--- config.mk ---
export PLATFORM = sky130hd
export DESIGN_NAME = hpcc_top
export DESIGN_NICKNAME = d
export VERILOG_FILES = /design/src/rtl/hpcc_pkg.sv /design/src/rtl/hpcc_sync.sv /design/src/rtl/hpcc_port.sv /design/src/rtl/hpcc_top.sv
export SDC_FILE = /design/constraint.sdc
export NUM_CORES = 1
export LEC_CHECK = 0
export ABC_CLOCK_PERIOD_IN_PS = 2200
export BUFFER_PORTS_ARGS = -buffer_cell sky130_fd_sc_hd__buf_2
export CAP_MARGIN = 5
export CORE_UTILIZATION = 29
export CTS_CLUSTER_DIAMETER = 200
export CTS_CLUSTER_SIZE = 24
export DETAILED_ROUTE_END_ITERATION = 10
export HOLD_SLACK_MARGIN = 0.12
export PLACE_DENSITY = 0.56
export REMOVE_ABC_BUFFERS = 1
export SYNTH_ARGS = -nofsm -noshare
export SYNTH_HDL_FRONTEND = slang
export SYNTH_SLANG_ARGS = --single-unit
--- constraint.sdc ---
create_clock -name pclk -period 2.2 [get_ports pclk]
set_clock_uncertainty 0.05 [all_clocks]
set_input_delay 0.11 -clock pclk [delete_from_list [all_inputs] [get_ports pclk]]
set_output_delay 0.11 -clock pclk [all_outputs]
set_load 0.01 [all_outputs]
--- src/rtl/hpcc_pkg.sv ---
// Purpose: constants shared by the hot-plug configuration control block
// Assumes: apb with 32-bit data, one register word per offset
// Notes: field positions, reset values and the register offsets live here
package hpcc_pkg;

	// ----------------------------------------
	// geometry
	// ----------------------------------------
	localparam int HPCC_PORTS = 6;
	localparam int HPCC_AW = 12;

	// ----------------------------------------
	// register map
	// ----------------------------------------
	localparam logic [11:0] HPCC_OFF_CFG = 12'h408;
	localparam logic [11:0] HPCC_OFF_STAT = 12'h40C;

	// ----------------------------------------
	// field positions
	// ----------------------------------------
	localparam int HPCC_B_INV_BUTTON = 0;
	localparam int HPCC_B_INV_PRESENCE = 1;
	localparam int HPCC_B_INV_FAULT = 2;
	localparam int HPCC_B_INV_LATCH = 3;
	localparam int HPCC_B_INV_ATTN_IND = 4;
	localparam int HPCC_B_INV_PWR_IND = 5;
	localparam int HPCC_B_INV_PWR_EN = 6;
	localparam int HPCC_B_INV_LOCK = 7;
	localparam int HPCC_B_INV_PGOOD = 8;
	localparam int HPCC_B_MODE_LO = 9;
	localparam int HPCC_B_LATCH_OFF = 11;
	localparam int HPCC_CFG_BITS = 12;

	// ----------------------------------------
	// reset values
	// ----------------------------------------
	localparam logic [11:0] HPCC_CFG_RESET = 12'h800;
	localparam logic [31:0] HPCC_ZERO_WORD = 32'h00000000;

	// ----------------------------------------
	// presence report modes
	// ----------------------------------------
	typedef enum logic [1:0] {
		HPCC_PRES_BOTH = 2'h0,
		HPCC_PRES_SIGNAL = 2'h1,
		HPCC_PRES_ALWAYS = 2'h2,
		HPCC_PRES_NEVER = 2'h3
	} hpcc_pres_mode_t;

endpackage : hpcc_pkg

--- src/rtl/hpcc_sync.sv ---
// Purpose: two flip-flop synchroniser for a bus of pin levels
// Assumes: inputs are asynchronous levels
// Notes: first stage feeds only the second stage
`timescale 1ns/1ps
module hpcc_sync #(
	parameter int W = 1
) (
	input wire logic pclk,
	input wire logic presetn,
	input wire logic [W-1:0] din,
	output logic [W-1:0] dout
);
	logic [W-1:0] meta_q;

	// ----------------------------------------
	// two stage capture
	// ----------------------------------------
	// stage one is read by stage two only, to contain metastability
	always_ff @(posedge pclk or negedge presetn) begin
		if (!presetn) begin
			meta_q <= '0;
			dout <= '0;
		end else begin
			meta_q <= din;
			dout <= meta_q;
		end
	end
endmodule : hpcc_sync

--- src/rtl/hpcc_port.sv ---
// Purpose: per-port pin polarity, presence report and latch power-off
// Assumes: inputs are already synchronised; config from the register
// Notes: one instance per downstream port
`timescale 1ns/1ps
module hpcc_port
	import hpcc_pkg::*;
(
	input wire logic pclk,
	input wire logic presetn,
	input wire logic [HPCC_CFG_BITS-1:0] cfg,
	input wire logic latch_present_capability,
	input wire logic power_controller_control,
	input wire logic receiver_detect,
	input wire logic btn_raw,
	input wire logic pres_raw,
	input wire logic fault_raw,
	input wire logic latch_raw,
	input wire logic pgood_raw,
	input wire logic attn_ind_on,
	input wire logic pwr_ind_on,
	input wire logic lock_on,
	output logic button_pressed,
	output logic presence_reported,
	output logic power_fault,
	output logic latch_open,
	output logic power_good,
	output logic slot_power_on,
	output logic attention_indicator_output,
	output logic power_indicator_output,
	output logic slot_power_enable_output,
	output logic interlock_output
);
	logic pres_in;
	logic latch_in;
	logic pres_d;
	logic latch_kill_q;
	hpcc_pres_mode_t mode;

	// ----------------------------------------
	// input sense
	// ----------------------------------------
	// pins are active low; an invert bit makes them active high
	assign button_pressed = ~(btn_raw ^ cfg[HPCC_B_INV_BUTTON]);
	assign pres_in = ~(pres_raw ^ cfg[HPCC_B_INV_PRESENCE]);
	assign power_fault = ~(fault_raw ^ cfg[HPCC_B_INV_FAULT]);
	assign latch_in = ~(latch_raw ^ cfg[HPCC_B_INV_LATCH]);
	assign power_good = ~(pgood_raw ^ cfg[HPCC_B_INV_PGOOD]);
	assign latch_open = latch_in;
	assign mode = hpcc_pres_mode_t'(cfg[HPCC_B_MODE_LO +: 2]);

	// ----------------------------------------
	// presence report selection
	// ----------------------------------------
	always_comb begin
		case (mode)
			HPCC_PRES_BOTH: pres_d = receiver_detect | pres_in;
			HPCC_PRES_SIGNAL: pres_d = pres_in;
			HPCC_PRES_ALWAYS: pres_d = 1'b1;
			HPCC_PRES_NEVER: pres_d = 1'b0;
			default: pres_d = 1'b0;
		endcase
	end

	// registered so the report does not glitch on mode writes
	always_ff @(posedge pclk or negedge presetn) begin
		if (!presetn) begin
			presence_reported <= 1'b0;
		end else begin
			presence_reported <= pres_d;
		end
	end

	// ----------------------------------------
	// latch-open power removal
	// ----------------------------------------
	// overrides the power controller bit whatever its value
	always_ff @(posedge pclk or negedge presetn) begin
		if (!presetn) begin
			latch_kill_q <= 1'b0;
		end else begin
			latch_kill_q <= cfg[HPCC_B_LATCH_OFF] & latch_present_capability & latch_in;
		end
	end

	// power controller control is 0 for power on
	assign slot_power_on = ~power_controller_control & ~latch_kill_q;

	// ----------------------------------------
	// output polarity, active high pins by default
	// ----------------------------------------
	always_ff @(posedge pclk or negedge presetn) begin
		if (!presetn) begin
			attention_indicator_output <= 1'b0;
			power_indicator_output <= 1'b0;
			slot_power_enable_output <= 1'b0;
			interlock_output <= 1'b0;
		end else begin
			attention_indicator_output <= attn_ind_on ^ cfg[HPCC_B_INV_ATTN_IND];
			power_indicator_output <= pwr_ind_on ^ cfg[HPCC_B_INV_PWR_IND];
			slot_power_enable_output <= slot_power_on ^ cfg[HPCC_B_INV_PWR_EN];
			interlock_output <= lock_on ^ cfg[HPCC_B_INV_LOCK];
		end
	end
endmodule : hpcc_port

--- src/rtl/hpcc_top.sv ---
// Purpose: hot-plug configuration control register with apb access
// Assumes: presetn is the fundamental reset; hot_reset_n is non-fundamental
// Notes: register fields are sticky; pins pass two flops before use
`timescale 1ns/1ps
// Functional notes
// bit 0 inverts attention button input sense on all ports
// bit 1 inverts presence detect input sense on all ports
// bit 2 inverts power fault input sense on all ports
// bit 3 inverts latch sensor input sense on all ports
// bit 4 inverts attention indicator output on all ports
// bit 5 inverts power indicator output on all ports
// bit 6 inverts slot power enable output on all ports
// bit 7 inverts interlock output on all ports
// bit 8 inverts power good input sense on all ports
// mode 0 reports presence as receiver detect or presence input
// mode 1 reports presence from presence input only
// mode 2 always present, mode 3 never present
// bit 11 with latch capability turns slot power off on latch open
// latch power-off overrides the power controller control bit
// all fields sticky; only fundamental reset restores defaults
module hpcc_top
	import hpcc_pkg::*;
(
	input wire logic pclk,
	input wire logic presetn,
	input wire logic hot_reset_n,
	input wire logic psel,
	input wire logic penable,
	input wire logic pwrite,
	input wire logic [HPCC_AW-1:0] paddr,
	input wire logic [31:0] pwdata,
	input wire logic [3:0] pstrb,
	output logic [31:0] prdata,
	output logic pready,
	output logic pslverr,
	input wire logic latch_present_capability,
	input wire logic [HPCC_PORTS-1:0] power_controller_control,
	input wire logic [HPCC_PORTS-1:0] receiver_detect_select,
	input wire logic [HPCC_PORTS-1:0] attn_ind_on,
	input wire logic [HPCC_PORTS-1:0] pwr_ind_on,
	input wire logic [HPCC_PORTS-1:0] lock_on,
	input wire logic [HPCC_PORTS-1:0] attention_button_input,
	input wire logic [HPCC_PORTS-1:0] presence_detect_input,
	input wire logic [HPCC_PORTS-1:0] power_fault_input,
	input wire logic [HPCC_PORTS-1:0] latch_sensor_input,
	input wire logic [HPCC_PORTS-1:0] power_good_input,
	output logic [HPCC_PORTS-1:0] button_pressed,
	output logic [HPCC_PORTS-1:0] presence_reported,
	output logic [HPCC_PORTS-1:0] power_fault,
	output logic [HPCC_PORTS-1:0] latch_open,
	output logic [HPCC_PORTS-1:0] power_good,
	output logic [HPCC_PORTS-1:0] attention_indicator_output,
	output logic [HPCC_PORTS-1:0] power_indicator_output,
	output logic [HPCC_PORTS-1:0] slot_power_enable_output,
	output logic [HPCC_PORTS-1:0] interlock_output
);
	localparam int NP = HPCC_PORTS;

	logic [HPCC_CFG_BITS-1:0] cfg_q;
	logic [NP-1:0] rdet_s;
	logic [NP-1:0] btn_s;
	logic [NP-1:0] pres_s;
	logic [NP-1:0] fault_s;
	logic [NP-1:0] latch_s;
	logic [NP-1:0] pgood_s;
	logic [NP-1:0] power_on;
	logic [HPCC_CFG_BITS-1:0] wr_d;
	logic access;
	logic hit_cfg;
	logic hit_stat;

	// ----------------------------------------
	// pin synchronisers
	// ----------------------------------------
	// grouped into one bus so all pins share one synchroniser instance
	hpcc_sync #(.W(6 * NP)) u_sync (
		.pclk(pclk),
		.presetn(presetn),
		.din({receiver_detect_select, attention_button_input, presence_detect_input,
			power_fault_input, latch_sensor_input, power_good_input}),
		.dout({rdet_s, btn_s, pres_s, fault_s, latch_s, pgood_s})
	);

	// ----------------------------------------
	// apb decode
	// ----------------------------------------
	// zero wait state slave; pready is always high
	assign pready = 1'b1;
	assign access = psel & penable;
	assign hit_cfg = (paddr == HPCC_OFF_CFG);
	assign hit_stat = (paddr == HPCC_OFF_STAT);
	// unmapped addresses and writes to the status word return an error
	assign pslverr = access & ~(hit_cfg | (hit_stat & ~pwrite));

	// byte lane merge for the two low bytes
	always_comb begin
		wr_d = cfg_q;
		if (pstrb[0]) begin
			wr_d[7:0] = pwdata[7:0];
		end
		if (pstrb[1]) begin
			wr_d[HPCC_CFG_BITS-1:8] = pwdata[HPCC_CFG_BITS-1:8];
		end
	end

	// ----------------------------------------
	// configuration register
	// ----------------------------------------
	// hot_reset_n is deliberately not in the reset list: fields survive it
	always_ff @(posedge pclk or negedge presetn) begin
		if (!presetn) begin
			cfg_q <= HPCC_CFG_RESET;
		end else if (access & pwrite & hit_cfg) begin
			cfg_q <= wr_d;
		end
	end

	// ----------------------------------------
	// read data
	// ----------------------------------------
	// status word: current power state per port, then presence per port
	always_ff @(posedge pclk or negedge presetn) begin
		if (!presetn) begin
			prdata <= HPCC_ZERO_WORD;
		end else if (psel & ~penable & ~pwrite) begin
			if (paddr == HPCC_OFF_CFG) begin
				prdata <= {20'h00000, cfg_q};
			end else if (paddr == HPCC_OFF_STAT) begin
				prdata <= {20'h00000, presence_reported, power_on};
			end else begin
				prdata <= HPCC_ZERO_WORD;
			end
		end
	end

	// ----------------------------------------
	// per-port logic
	// ----------------------------------------
	for (genvar i = 0; i < NP; i++) begin : g_port
		hpcc_port u_port (
			.pclk(pclk),
			.presetn(presetn),
			.cfg(cfg_q),
			.latch_present_capability(latch_present_capability),
			.power_controller_control(power_controller_control[i]),
			.receiver_detect(rdet_s[i]),
			.btn_raw(btn_s[i]),
			.pres_raw(pres_s[i]),
			.fault_raw(fault_s[i]),
			.latch_raw(latch_s[i]),
			.pgood_raw(pgood_s[i]),
			.attn_ind_on(attn_ind_on[i]),
			.pwr_ind_on(pwr_ind_on[i]),
			.lock_on(lock_on[i]),
			.button_pressed(button_pressed[i]),
			.presence_reported(presence_reported[i]),
			.power_fault(power_fault[i]),
			.latch_open(latch_open[i]),
			.power_good(power_good[i]),
			.slot_power_on(power_on[i]),
			.attention_indicator_output(attention_indicator_output[i]),
			.power_indicator_output(power_indicator_output[i]),
			.slot_power_enable_output(slot_power_enable_output[i]),
			.interlock_output(interlock_output[i])
		);
	end
endmodule : hpcc_top

==> qor.csv <==
metric,value,unit
Worst EP required,2.04,ns
run status,"finished, final reports clean",
dpl ws,0.327,ns
sequential area share after synthesis,0.653,
CTS Buffer Depth,2,
post-route design area,6990,sq um
Placed Instances,677,
CTS root buffer,clkbuf_16,
GRT Residual Overflow,0,
post-synthesis cell area,5060,sq um
Starting Density,0.301,
largest net degree at the start of global routing,68,
slew margin rel.,0.599,
n_diodes,0,
Hold WC Path Type,primary input to register,
Worst-path clk slew,0.06,ns
CTS tree,done,
Multi-input gate area,1200,sq um
Util after Layout,0.415,
vias in the first global route,3251,
Mapped Cells,364,
setup ws final,0.608,ns
gp weighted congestion,0.729,
P_leak,3.43,nW
via count,3069,
Critical Path Fanout Max,8,
RSZ-0062 raised after global routing,no,
Via density,3.92,
CP Capture Type,output port,
Yosys cell types,26,
All-Layer GR Usage,0.130,
register area,3300,sq um
Tightest Pin Transition,0.602,ns
fin cells,782,
final setup vio count,0,
number of hold violations in the final report,0,
total power,5.94,mW
DRC,0,
TNS Setup,0,ns
clock sinks,132,
Max Cap Viol,0,
Syn Area/Cell,13.9,sq um
first-pass iteration count of the detailed router,4,
Die Ht,134,um
area added between synthesis and finish,38.0,%
Site Rows,47,
fin nets,665,
share of cells above drive strength 1,0.393,
Synth Register Bits,132,
total CTS buffers,17,
total core area,16800,sq um
Crit Path Category,register to output port,
Fill cells,1606,
"Gates resized, CTS repair",0,
initial antenna violation count,0,
ANT nets after route,0,
routed wire length per instance,13.8,um
Fin Hold WS,0.210,ns
Detail Placement HPWL,7450,um
type of origin of the critical path,register,
Post-Place Cell Area,5620,sq um
Final Cycle Share,0.724,
WP data arrival,1.43,ns
Highest Clock Rate,628,MHz
PortBufs,158,
final max-slew violation count,0,
Peak supply drop,0.507,mV
DRT iter0 DRCs,76,
drt total wl,10800,um
Die ar.,18000,sq um
Yosys warnings,0,
final worst path period need,1.59,ns
pwr dens,850,nW/um^2
global-route wire length before repair,17300,um
H-Tree Depth,4,
Die X,134,um
later-pin clock latency in the skew report,0.41,ns
I/O pin count,203,
[cells by family (layout without fill, tap and decap cells)]
family	after synthesis	in the layout	synth area share
flip-flops	132	132	0.653
AND/OR/NAND/NOR	43	43	0.0526
other	2	21	0.00148
multiplexers	24	24	0.0504
buffers and inverters	90	269	0.124
AO/OA/AOI/OAI	19	19	0.0255
XOR/XNOR	54	54	0.0934
[registers in the layout (all words and copies together), names as in the netlist]
name / flops
g_port.u_port.latch_kill_q: 6
cfg_q: 12
g_port.u_port.slot_power_enable_output: 6
g_port.u_port.interlock_output: 6
u_sync.meta_q: 36
g_port.u_port.power_indicator_output: 6
g_port.u_port.presence_reported: 6
g_port.u_port.attention_indicator_output: 6
u_sync.dout: 36
prdata: 12
[cells in the mapped netlist]
cell type,number,area share
buf_6,1,0.0022
dfstp_2,1,0.0052
nor2b_1,5,0.0062
xor2_1,30,0.052
mux2i_1,12,0.024
mux2_2,12,0.027
o21ai_2,6,0.010
nor4_4,2,0.0084
or4b_4,1,0.0027
or4_4,2,0.0044
dfrtp_1,131,0.65
nor2_1,13,0.0096
o21ai_1,4,0.0040
nand4b_1,1,0.0017
buf_4,75,0.11
o21ai_0,2,0.0020
buf_1,2,0.0015
xnor2_1,24,0.042
and3_1,1,0.0012
a2111oi_0,1,0.0017
or3b_2,2,0.0035
conb_1,2,0.0015
nand2_1,14,0.010
or4bb_1,2,0.0044
o22ai_1,6,0.0074
clkbuf_1,12,0.0089
[report_power, final]
group	internal, mW	leakage [nW]	switching (mW)
Combinational	0.227	1.54	0.198
Sequential	2.52	1.60	0.0305
Clock	1.92	0.294	1.05
[timing repair]
item,4_1_cts,5_1_grt
hold endpoints to repair,148,0
hold buffers,74,0
setup buffers,0,0
[final cells by class]
type	count	area share
multi-input combinational	161	0.172
clock inverter	13	0.0261
sequential	132	0.473
timing repair buffer	238	0.227
tap	220	0.0394
clock buffer	18	0.0629
[worst max-delay path, cell delays in order (launching register included)]
cell and delay (ns):
dfrtp_1 0.51, xnor2_1 0.32, buf_2 0.19
[routing by layer]
metal / track usage / vias up / wire [um]
met5: 0 / - / 0
met4: 0.0737 / 0 / 281
met3: 0.0378 / 23 / 623
met2: 0.210 / 113 / 5290
met1: 0.155 / 1489 / 4610
li1: - / 1444 / -
[placed cells by master, fill, tap and decap left out, drive strengths merged]
cell type / instances
xnor2: 24
clkinv: 4
inv: 1
or3b: 2
mux2i: 12
nand4b: 1
bufinv: 4
clkinvlp: 4
xor2: 30
o21ai: 12
or4b: 1
nand2: 14
o22ai: 6
dfrtp: 131
a2111oi: 1
nor2b: 5
mux2: 12
clkbuf: 18
or4bb: 2
buf: 164
dfstp: 1
or4: 2
conb: 21
nor4: 2
and3: 1
nor2: 13
dlygate4sd3: 74
[path summary, 6_finish.rpt]
kind | from | to | slack, ns | cells past startpoint
min | paddr[8] | cfg_q[8] | 0.21 | 4
min reg2reg | u_sync.meta_q[22] | u_sync.dout[22] | 0.30 | 0
max | cfg_q[3] | latch_open[0] | 0.61 | 2
max in group asynchronous | presetn | prdata[9] | 1.08 | 3
max reg2reg | cfg_q[3] | g_port[0].u_port.latch_kill_q | 1.05 | 2
min in group asynchronous | presetn | u_sync.meta_q[12] | 0.22 | 2
(Power assumes the default switching activity.)
